[src/logic/cbc_pkg.sv]
// Purpose: Shared constants and types for the calibration button controller.
// Assumes: 10 MHz system clock.
// Notes: Register offsets live here too; the bus is a plain strobe port.
package cbc_pkg;
    localparam int unsigned CLK_HZ = 10000000;
    // Press timing
    localparam int unsigned LONG_PRESS_MS = 2000;
    localparam int unsigned LONG_PRESS_CYC = LONG_PRESS_MS * (CLK_HZ / 1000);
    localparam int unsigned DEBOUNCE_US = 10000;
    localparam int unsigned DEBOUNCE_CYC = DEBOUNCE_US * (CLK_HZ / 1000000);
    // Indicator blink half period
    localparam int unsigned BLINK_HALF_MS = 250;
    localparam int unsigned BLINK_HALF_CYC = BLINK_HALF_MS * (CLK_HZ / 1000);
    // Blink counts per event
    localparam logic [2:0] BLINKS_GAIN = 3'h2;
    localparam logic [2:0] BLINKS_OFFSET = 3'h4;
    localparam logic [2:0] BLINKS_SAVE = 3'h1;
    localparam logic [2:0] BLINKS_AZERO = 3'h6;
    // Parameter widths and steps
    localparam int unsigned PARAM_W = 8;
    localparam logic [7:0] COARSE_STEP = 8'h10;
    localparam logic [7:0] FINE_STEP = 8'h01;
    localparam logic [7:0] GAIN_RST = 8'h80;
    localparam logic [7:0] OFFSET_RST = 8'h80;
    localparam logic [7:0] ZERO_MID = 8'h80;
    // Register offsets
    localparam logic [3:0] ADDR_STATUS = 4'h0;
    localparam logic [3:0] ADDR_MASK = 4'h1;
    localparam logic [3:0] ADDR_PARAMS = 4'h2;
    localparam logic [3:0] ADDR_SWITCH = 4'h3;
    localparam logic [3:0] ADDR_MODE = 4'h4;
    // Status bit positions
    localparam int unsigned ST_SAVED = 0;
    localparam int unsigned ST_AZERO = 1;
    localparam int unsigned ST_FAULT = 2;
    localparam int unsigned ST_ABORT = 3;
    localparam int unsigned ST_W = 4;
    // Shaft family codes
    localparam logic [1:0] FAM_STD = 2'h0;
    localparam logic [1:0] FAM_ALT1 = 2'h3;
    localparam logic [1:0] FAM_ALT2 = 2'h1;

    typedef enum logic [2:0] {
        CBC_MEASURE,
        CBC_GAIN,
        CBC_OFFSET
    } cbc_mode_t;
endpackage : cbc_pkg

[src/logic/cbc_press_if.sv]
// Purpose: Carries classified press events from a button timer.
// Assumes: Single clock domain.
// Notes: Pulses are one cycle long.
`timescale 1ns/1ps
interface cbc_press_if;
    logic short_p;
    logic long_p;
    modport timer (output short_p, output long_p);
    modport ctrl (input short_p, input long_p);
endinterface : cbc_press_if

[src/logic/cbc_button.sv]
// Purpose: Debounce one button and class each press as short or long.
// Assumes: Active-high button level, synchronous to sys_clk_i.
// Notes: Long fires once at the threshold; release after it gives nothing.
`timescale 1ns/1ps
module cbc_button #(
    parameter int unsigned DEB_CYC = cbc_pkg::DEBOUNCE_CYC,
    parameter int unsigned LONG_CYC = cbc_pkg::LONG_PRESS_CYC
) (
    input wire logic sys_clk_i,
    input wire logic reset_i,
    input wire logic button_i,
    cbc_press_if.timer press
);
    import cbc_pkg::*;
    // Counter widths follow the counts, so a long debounce cannot wrap early
    localparam int unsigned DEB_W = $clog2(DEB_CYC + 1);
    localparam int unsigned HOLD_W = $clog2(LONG_CYC + 1);
    logic [DEB_W-1:0] deb_r, deb_nxt;
    logic stable_r, stable_nxt;
    logic [HOLD_W-1:0] hold_r, hold_nxt;
    logic long_done_r, long_done_nxt;
    logic short_nxt, long_nxt;

    // Debounce, then time the held level
    always_comb begin
        deb_nxt = deb_r;
        stable_nxt = stable_r;
        hold_nxt = hold_r;
        long_done_nxt = long_done_r;
        short_nxt = 1'b0;
        long_nxt = 1'b0;
        if (button_i == stable_r) begin
            deb_nxt = '0;
        end else if (deb_r == DEB_W'(DEB_CYC - 1)) begin
            deb_nxt = '0;
            stable_nxt = button_i;
            if (!button_i && !long_done_r) begin
                short_nxt = 1'b1;
            end
            hold_nxt = '0;
            long_done_nxt = 1'b0;
        end else begin
            deb_nxt = deb_r + DEB_W'(1);
        end
        if (stable_r && stable_nxt && !long_done_r) begin
            if (hold_r == HOLD_W'(LONG_CYC - 1)) begin
                long_nxt = 1'b1;
                long_done_nxt = 1'b1;
            end else begin
                hold_nxt = hold_r + HOLD_W'(1);
            end
        end
    end

    always_ff @(posedge sys_clk_i or posedge reset_i) begin
        if (reset_i) begin
            deb_r <= '0;
            stable_r <= 1'b0;
            hold_r <= '0;
            long_done_r <= 1'b0;
            press.short_p <= 1'b0;
            press.long_p <= 1'b0;
        end else begin
            deb_r <= deb_nxt;
            stable_r <= stable_nxt;
            hold_r <= hold_nxt;
            long_done_r <= long_done_nxt;
            press.short_p <= short_nxt;
            press.long_p <= long_nxt;
        end
    end
endmodule : cbc_button

[src/logic/cbc_top.sv]
// Purpose: Calibration mode control, indicator lamps and register port.
// Assumes: 10 MHz clock; nonvolatile store is an external word port.
// Notes: Power loss is modelled by reset; working values reload from the store.
`timescale 1ns/1ps

module cbc_top #(
    parameter int unsigned LONG_CYC = cbc_pkg::LONG_PRESS_CYC,
    parameter int unsigned DEB_CYC = cbc_pkg::DEBOUNCE_CYC,
    parameter int unsigned BLINK_CYC = cbc_pkg::BLINK_HALF_CYC
) (
    input wire logic sys_clk_i,
    input wire logic reset_i,
    input wire logic auto_zero_button_i,
    input wire logic auto_zero_terminal_i,
    input wire logic program_button_i,
    input wire logic defect_i,
    input wire logic [3:0] speed_range_switches_i,
    input wire logic family_select_low_i,
    input wire logic family_select_high_i,
    input wire logic [15:0] nv_data_i,
    output logic nv_write_o,
    output logic [15:0] nv_data_o,
    output logic [cbc_pkg::PARAM_W-1:0] gain_o,
    output logic [cbc_pkg::PARAM_W-1:0] offset_o,
    output logic [3:0] speed_range_o,
    output logic [1:0] family_o,
    output logic mode_indicator_lamp_o,
    output logic fault_indicator_lamp_o,
    input wire logic [3:0] reg_addr_i,
    input wire logic [31:0] reg_wdata_i,
    input wire logic reg_write_i,
    input wire logic reg_read_i,
    output logic [31:0] reg_rdata_o,
    output logic irq_o
);
    import cbc_pkg::*;

    // Each button has its own debounce and hold timer. A long press is
    // reported when the hold threshold is reached, not at release, so the
    // lamp answers while the finger is still on the button.
    cbc_press_if zero_press ();
    cbc_press_if prog_press ();
    logic zero_level;

    // Terminal and button share one timer, so both behave alike; a control
    // system holding the terminal while someone presses the button simply
    // looks like one longer press.
    assign zero_level = auto_zero_button_i | auto_zero_terminal_i;

    cbc_button #(.DEB_CYC(DEB_CYC), .LONG_CYC(LONG_CYC)) u_zero (
        .sys_clk_i(sys_clk_i),
        .reset_i(reset_i),
        .button_i(zero_level),
        .press(zero_press)
    );

    cbc_button #(.DEB_CYC(DEB_CYC), .LONG_CYC(LONG_CYC)) u_prog (
        .sys_clk_i(sys_clk_i),
        .reset_i(reset_i),
        .button_i(program_button_i),
        .press(prog_press)
    );

    // Working values live only in flip-flops. A power loss is a reset, so
    // an unfinished calibration is dropped and the stored word comes back;
    // the store is written only by a save or an auto-zero, never while the
    // operator is still stepping, which keeps wear on it low.
    cbc_mode_t mode_r, mode_nxt;
    logic [7:0] gain_r, gain_nxt;
    logic [7:0] offset_r, offset_nxt;
    logic load_r, load_nxt;
    logic nv_wr_r, nv_wr_nxt;
    logic [15:0] nv_dat_r, nv_dat_nxt;
    logic [2:0] blink_req;
    logic saved_ev, azero_ev, abort_ev;

    // Mode machine and parameter stepping
    // A program long press beats any zero event of the same cycle, and all
    // steps wrap at the word edge so every setting can be reached. Short
    // presses in measuring mode and zero long presses during calibration
    // are ignored on purpose: neither has a meaning there.
    always_comb begin
        mode_nxt = mode_r;
        gain_nxt = gain_r;
        offset_nxt = offset_r;
        load_nxt = 1'b0;
        nv_wr_nxt = 1'b0;
        nv_dat_nxt = nv_dat_r;
        blink_req = 3'h0;
        saved_ev = 1'b0;
        azero_ev = 1'b0;
        abort_ev = 1'b0;
        if (load_r) begin
            // First cycle after power-up: restore stored values. Presses are
            // ignored for this one cycle; no debounce can finish that soon.
            gain_nxt = nv_data_i[15:8];
            offset_nxt = nv_data_i[7:0];
        end else begin
            unique case (mode_r)
                CBC_MEASURE: begin
                    if (prog_press.long_p) begin
                        mode_nxt = CBC_GAIN;
                        blink_req = BLINKS_GAIN;
                    end else if (zero_press.long_p) begin
                        // Live torque is analog; midpoint code stands for 5,0 V
                        offset_nxt = ZERO_MID;
                        nv_wr_nxt = 1'b1;
                        nv_dat_nxt = {gain_r, ZERO_MID};
                        blink_req = BLINKS_AZERO;
                        azero_ev = 1'b1;
                    end
                end
                CBC_GAIN: begin
                    if (prog_press.long_p) begin
                        mode_nxt = CBC_OFFSET;
                        blink_req = BLINKS_OFFSET;
                    end else if (zero_press.short_p) begin
                        gain_nxt = gain_r + COARSE_STEP;
                    end else if (prog_press.short_p) begin
                        gain_nxt = gain_r + FINE_STEP;
                    end
                end
                CBC_OFFSET: begin
                    if (prog_press.long_p) begin
                        mode_nxt = CBC_MEASURE;
                        nv_wr_nxt = 1'b1;
                        nv_dat_nxt = {gain_r, offset_r};
                        blink_req = BLINKS_SAVE;
                        saved_ev = 1'b1;
                    end else if (zero_press.short_p) begin
                        offset_nxt = offset_r + COARSE_STEP;
                    end else if (prog_press.short_p) begin
                        offset_nxt = offset_r + FINE_STEP;
                    end
                end
                default: begin
                    mode_nxt = CBC_MEASURE;
                    abort_ev = 1'b1;
                end
            endcase
        end
    end

    always_ff @(posedge sys_clk_i or posedge reset_i) begin
        if (reset_i) begin
            mode_r <= CBC_MEASURE;
            gain_r <= GAIN_RST;
            offset_r <= OFFSET_RST;
            load_r <= 1'b1;
            nv_wr_r <= 1'b0;
            nv_dat_r <= '0;
        end else begin
            mode_r <= mode_nxt;
            gain_r <= gain_nxt;
            offset_r <= offset_nxt;
            load_r <= load_nxt;
            nv_wr_r <= nv_wr_nxt;
            nv_dat_r <= nv_dat_nxt;
        end
    end

    // Store port: the word and its strobe leave flip-flops together,
    // so the store never catches a half-updated word.
    assign nv_write_o = nv_wr_r;
    assign nv_data_o = nv_dat_r;
    assign gain_o = gain_r;
    assign offset_o = offset_r;

    // Blink sequencer: counts half periods of the program lamp.
    // A request of n blinks loads 2n half periods; the lamp toggles at the
    // end of each and is forced off at the last, so a pattern ends dark.
    // A newer request cuts a running pattern short: the latest event is
    // the one the operator needs to see.
    logic [23:0] bdiv_r, bdiv_nxt;
    logic [3:0] bhalf_r, bhalf_nxt;
    logic lamp_r, lamp_nxt;
    always_comb begin
        bdiv_nxt = bdiv_r;
        bhalf_nxt = bhalf_r;
        lamp_nxt = lamp_r;
        if (blink_req != 3'h0) begin
            // New request restarts the pattern
            bhalf_nxt = {blink_req, 1'b0};
            bdiv_nxt = '0;
            lamp_nxt = 1'b1;
        end else if (bhalf_r != 4'h0) begin
            if (bdiv_r == 24'(BLINK_CYC - 1)) begin
                bdiv_nxt = '0;
                bhalf_nxt = bhalf_r - 4'h1;
                lamp_nxt = (bhalf_r != 4'h1) && !lamp_r;
            end else begin
                bdiv_nxt = bdiv_r + 24'h000001;
            end
        end
    end

    always_ff @(posedge sys_clk_i or posedge reset_i) begin
        if (reset_i) begin
            bdiv_r <= '0;
            bhalf_r <= '0;
            lamp_r <= 1'b0;
        end else begin
            bdiv_r <= bdiv_nxt;
            bhalf_r <= bhalf_nxt;
            lamp_r <= lamp_nxt;
        end
    end

    // Static switches and lamps, registered to keep outputs glitch free.
    // One stage is enough: the switches are set by hand and never race the
    // clock. The fault lamp follows the defect flag with the same lag and
    // goes dark again as soon as the defect is gone.
    logic fault_r;
    logic [3:0] range_r;
    logic [1:0] fam_r;
    always_ff @(posedge sys_clk_i or posedge reset_i) begin
        if (reset_i) begin
            fault_r <= 1'b0;
            range_r <= '0;
            fam_r <= FAM_STD;
        end else begin
            fault_r <= defect_i;
            range_r <= speed_range_switches_i;
            fam_r <= {family_select_high_i, family_select_low_i};
        end
    end
    assign mode_indicator_lamp_o = lamp_r;
    assign fault_indicator_lamp_o = fault_r;
    assign speed_range_o = range_r;
    assign family_o = fam_r;

    // Register map, one word each, unused bits read as zero:
    //   0 status, write one to clear: saved, auto-zero done, fault, abort
    //   1 interrupt mask, same layout as status
    //   2 working gain above working offset, read only
    //   3 switch copies, family above speed range, read only
    //   4 calibration mode: measure, gain, offset
    // Writes to read-only or unmapped words are dropped without an error.
    // The fault bit marks the rising edge of a defect only, so a lasting
    // defect raises it once rather than refilling it after every clear.

    // Sticky status, write one to clear; a set in the same cycle wins
    logic [ST_W-1:0] status_r, status_nxt, mask_r, mask_nxt, ev;
    logic [31:0] rdata_r, rdata_nxt;
    always_comb begin
        ev = '0;
        ev[ST_SAVED] = saved_ev;
        ev[ST_AZERO] = azero_ev;
        ev[ST_FAULT] = defect_i & ~fault_r;
        ev[ST_ABORT] = abort_ev;
        status_nxt = status_r;
        mask_nxt = mask_r;
        if (reg_write_i && reg_addr_i == ADDR_STATUS) begin
            status_nxt = status_r & ~reg_wdata_i[ST_W-1:0];
        end
        if (reg_write_i && reg_addr_i == ADDR_MASK) begin
            mask_nxt = reg_wdata_i[ST_W-1:0];
        end
        status_nxt = status_nxt | ev;
        rdata_nxt = '0;
        if (reg_read_i) begin
            unique case (reg_addr_i)
                ADDR_STATUS: rdata_nxt = {28'h0, status_r};
                ADDR_MASK: rdata_nxt = {28'h0, mask_r};
                ADDR_PARAMS: rdata_nxt = {16'h0, gain_r, offset_r};
                ADDR_SWITCH: rdata_nxt = {26'h0, fam_r, range_r};
                ADDR_MODE: rdata_nxt = {29'h0, mode_r};
                default: rdata_nxt = '0;
            endcase
        end
    end

    always_ff @(posedge sys_clk_i or posedge reset_i) begin
        if (reset_i) begin
            status_r <= '0;
            mask_r <= '0;
            rdata_r <= '0;
        end else begin
            status_r <= status_nxt;
            mask_r <= mask_nxt;
            rdata_r <= rdata_nxt;
        end
    end

    // Read data stand for one cycle after the strobe and are zero otherwise,
    // so a bus that ORs several slaves together needs no extra select.
    assign reg_rdata_o = rdata_r;
    // The interrupt is a level: it stays up until software clears the
    // status bit or masks it off.
    assign irq_o = |(status_r & mask_r);
endmodule : cbc_top

[config.mk]
export PLATFORM = sky130hd
export DESIGN_NAME = cbc_top
export DESIGN_NICKNAME = d
export VERILOG_FILES = /design/src/logic/cbc_pkg.sv /design/src/logic/cbc_press_if.sv /design/src/logic/cbc_button.sv /design/src/logic/cbc_top.sv
export SDC_FILE = /design/constraint.sdc
export NUM_CORES = 1
export LEC_CHECK = 0
export CAP_MARGIN = 20
export CORE_AREA = 2 2 131 133
export DETAILED_ROUTE_END_ITERATION = 12
export DIE_AREA = 0 0 133 135
export DONT_BUFFER_PORTS = 1
export PLACE_DENSITY = 0.83
export SYNTH_ARGS = -nofsm -noshare
export SYNTH_HDL_FRONTEND = slang
export SYNTH_SLANG_ARGS = --single-unit
[constraint.sdc]
create_clock -name sys_clk_i -period 6.65 [get_ports sys_clk_i]
set_input_delay 0.9975 -clock sys_clk_i [delete_from_list [all_inputs] [get_ports sys_clk_i]]
set_output_delay 0.9975 -clock sys_clk_i [all_outputs]
set_load 0.01 [all_outputs]
==> qor.csv <==
metric;value;unit
grt_pass1_wl;34.87;mm
report.final.slew_viol_count;0;
antenna_cells;0;
yosys-top-cells-area;dfrtp_1, nand2_1, nor2_1;
r2r-start;load_r;
yosysWarnings;0;
worstPathRequired;6.97;ns
synthArstFlopShare;1.000;
drive_above_1_share;0.07922;
fin_ws;4.085;ns
post_cts_buffers;0;
worstPathMaxFanout;30;
fp.dieW;133;um
fin_crit_sh;0.3858;
rows;47;
p_switching;601.6;uW
antenna_found_initial;0;
root_buffer;clkbuf_16;
combPwrFrac;0.067;
fin_nets;1037;
initial_utilization;0.5899;
fin_area;0.01029;sq mm
grt_pass1_vias;6998;
vdd_drop_max;238.1;uV
io_pins;140;
outcome;finished, final reports clean;
total_power;2.437;mW
grt_overflow;0;
first_pass_iters;5;
end_kind;flip-flop;
ys_ff_latch;188;
finalSetupTns;0;ns
report.final.hold_viol_count;0;
max_slew.worst_pin.slew;1.036;ns
critPathKind;reg -> reg;
viasPerCell;6.144;
drcViolationCount;0;
wire_per_inst;17.35;um
die_h;135;um
critPathArrivalTime;2.89;ns
routed_wl;20.68;mm
syn-cell-area;0.009679;sq mm
critPathLaunchType;flip-flop;
dp_hpwl;13.85;mm
rsz0062_at_grt;false;
seq_area_frac_synth;0.4864;
htreeDepth;4;
max_cap_viol_count;0;
hp-class;reg -> reg;
max_freq;389.8;MHz
area_delta_synth_final;6.347;%
hold_buffers;0;
internal-power;1.835;mW
synth_flop_cell;dfrtp_1;
clkLatencyLatePin;0.44;ns
cts.path.max_buffers;2;
relSlewSlack;0.3092;
skew;0.006867;ns
place_area;0.009718;sq mm
switching_share;0.2469;
cts_tree;yes;
clkPwrFrac;0.403;
fin_crit;2.565;ns
syn_inst;978;
place_ws;3.991;ns
ant_nets;0;
ys_types;78;
finalSetupViolCount;0;
min_from;u_prog.hold_r[24];
syn_area_per_cell;9.897;sq um
grt_usage;0.2406;
clkSinkCount;188;
numPortBuffers;0;
vias;7324;
leakage;4.263;nW
drt_iter0_drc;482;
cts_resized;0;
powerDensity;236.7;mW/mm^2
coreArea;0.01641;sq mm
yosys.area.top_type;dfrtp_1;
synth_top_cell_area_share;0.4783;
die_area;0.01796;sq mm
clk_pin_slew;0.07;ns
pwr-share-seq;0.530;
cts_buffers;17;
gp_congestion;0.8481;
synth_edf_count;0;
crit_start;load_r;
grt_max_degree;126;
synthesized netlist by cell type (all sizes together) (3+ instances only):
cell type    n
o31ai       15
a22oi        8
mux2i       25
and2        12
and4         7
a211o        3
nor2        90
nand2b      12
dfstp        3
buf         35
a21o         6
clkbuf      23
a32o         5
inv         17
nor2b        6
nor3        18
nand2      109
xor2        33
o21a         3
o21ai       55
o2111ai      5
nand4       33
dfrtp      185
nand3       44
nor4        22
nor4bb       6
nor4b        6
mux2        14
or3         13
o311ai       7
a22o         4
and4b        3
a211oi       7
o211ai      15
or4          8
nor3b        9
or2          6
xnor2       24
and3        12
a21oi       31
ha          12
metrics by stage:
step                      hold WS [ns]    util  std cells
after CTS                       0.4740  0.6262       1190
after floorplan                 0.4395       -        994
after detailed placement        0.4705  0.5923       1158
after global placement          0.4544  0.5923       1158
final                           0.4754  0.6274       1192
after global routing            0.4908  0.6274       1192
layer usage:
layer / part of all wire / wire (um) / GRT usage
met3: 0.071 / 1462 / 0.06644
met5: 0 / 0 / 0
met4: 0.019 / 396 / 0.08602
met2: 0.47 / 9772 / 0.3831
met1: 0.44 / 9051 / 0.3190
path summary, 6_finish.rpt:
kind,endpoint,slack [ns],cells after the start
max in group asynchronous,u_zero.deb_r[7],4.76,2
min in group asynchronous,bdiv_r[4],0.58,1
worst max register to register,bhalf_r[2],4.08,4
worst min register to register,u_prog.hold_r[24],0.48,1
worst min-delay path,u_prog.hold_r[24],0.48,1
worst max-delay path,bhalf_r[2],4.08,4
logic make-up (layout without fill, tap and decap cells):
| kind of cell | count (synthesis) | count (layout) | share of synthesized area |
|---|---|---|---|
| other | 1 | 17 | 0.0003874 |
| adder cells (fa/ha/maj) | 12 | 12 | 0.01551 |
| XOR/XNOR | 57 | 57 | 0.05158 |
| buffers and inverters | 75 | 53 | 0.03956 |
| flip-flops | 188 | 188 | 0.4864 |
| AO/OA/AOI/OAI | 180 | 180 | 0.1269 |
| multiplexers | 41 | 41 | 0.04679 |
| AND/OR/NAND/NOR | 424 | 424 | 0.2328 |
state kept, by name, summed over array words and instances, names as in the netlist, 2 cells and up:
signal         count
nv_data_o         16
u_zero.deb_r      17
gain_o             8
bdiv_r            24
bhalf_r            4
speed_range_o      4
status_r           4
u_zero.hold_r     25
reg_rdata_o       16
family_o           2
mask_r             4
mode_r             2
offset_o           8
u_prog.deb_r      17
u_prog.hold_r     25
layout by cell type (no fill, tap or decap), types with 24 or more instances in the layout:
cell	count
a21oi_1	30
dfrtp_1	185
mux2i_1	25
nand2_1	109
nand3_1	44
nand4_1	32
nor2_1	90
o21ai_0	49
xnor2_1	24
xor2_1	33
cell type report:
| type | count | area, sq um |
|---|---|---|
| well taps | 220 | 275.3 |
| clock buffers | 25 | 465.4 |
| repair buffers | 4 | 33.78 |
| inverters | 17 | 71.32 |
| clock inverters | 7 | 91.34 |
| flip-flops and latches | 188 | 4708 |
| multi-input cells | 731 | 4648 |
| fillers | 1306 | 6113 |
power by group through the flow:
stage / clock [mW] / sequential, mW / combinational, mW
after detailed placement: 0 / 1.31 / 0.164
final: 0.982 / 1.29 / 0.163
after CTS: 0.998 / 1.29 / 0.165
after global routing: 1.05 / 1.30 / 0.190
after global placement: 0 / 1.31 / 0.157
after floorplan: 0 / 1.29 / 0.147
worst max-delay path, cell delays in order, from the launching register on:
cell and delay (ns):
dfstp_2 0.93, inv_1 0.30, o21a_1 0.40, a31o_2 0.49
o221a_2 0.33
No activity file was read; power rests on OpenSTA's default activity.
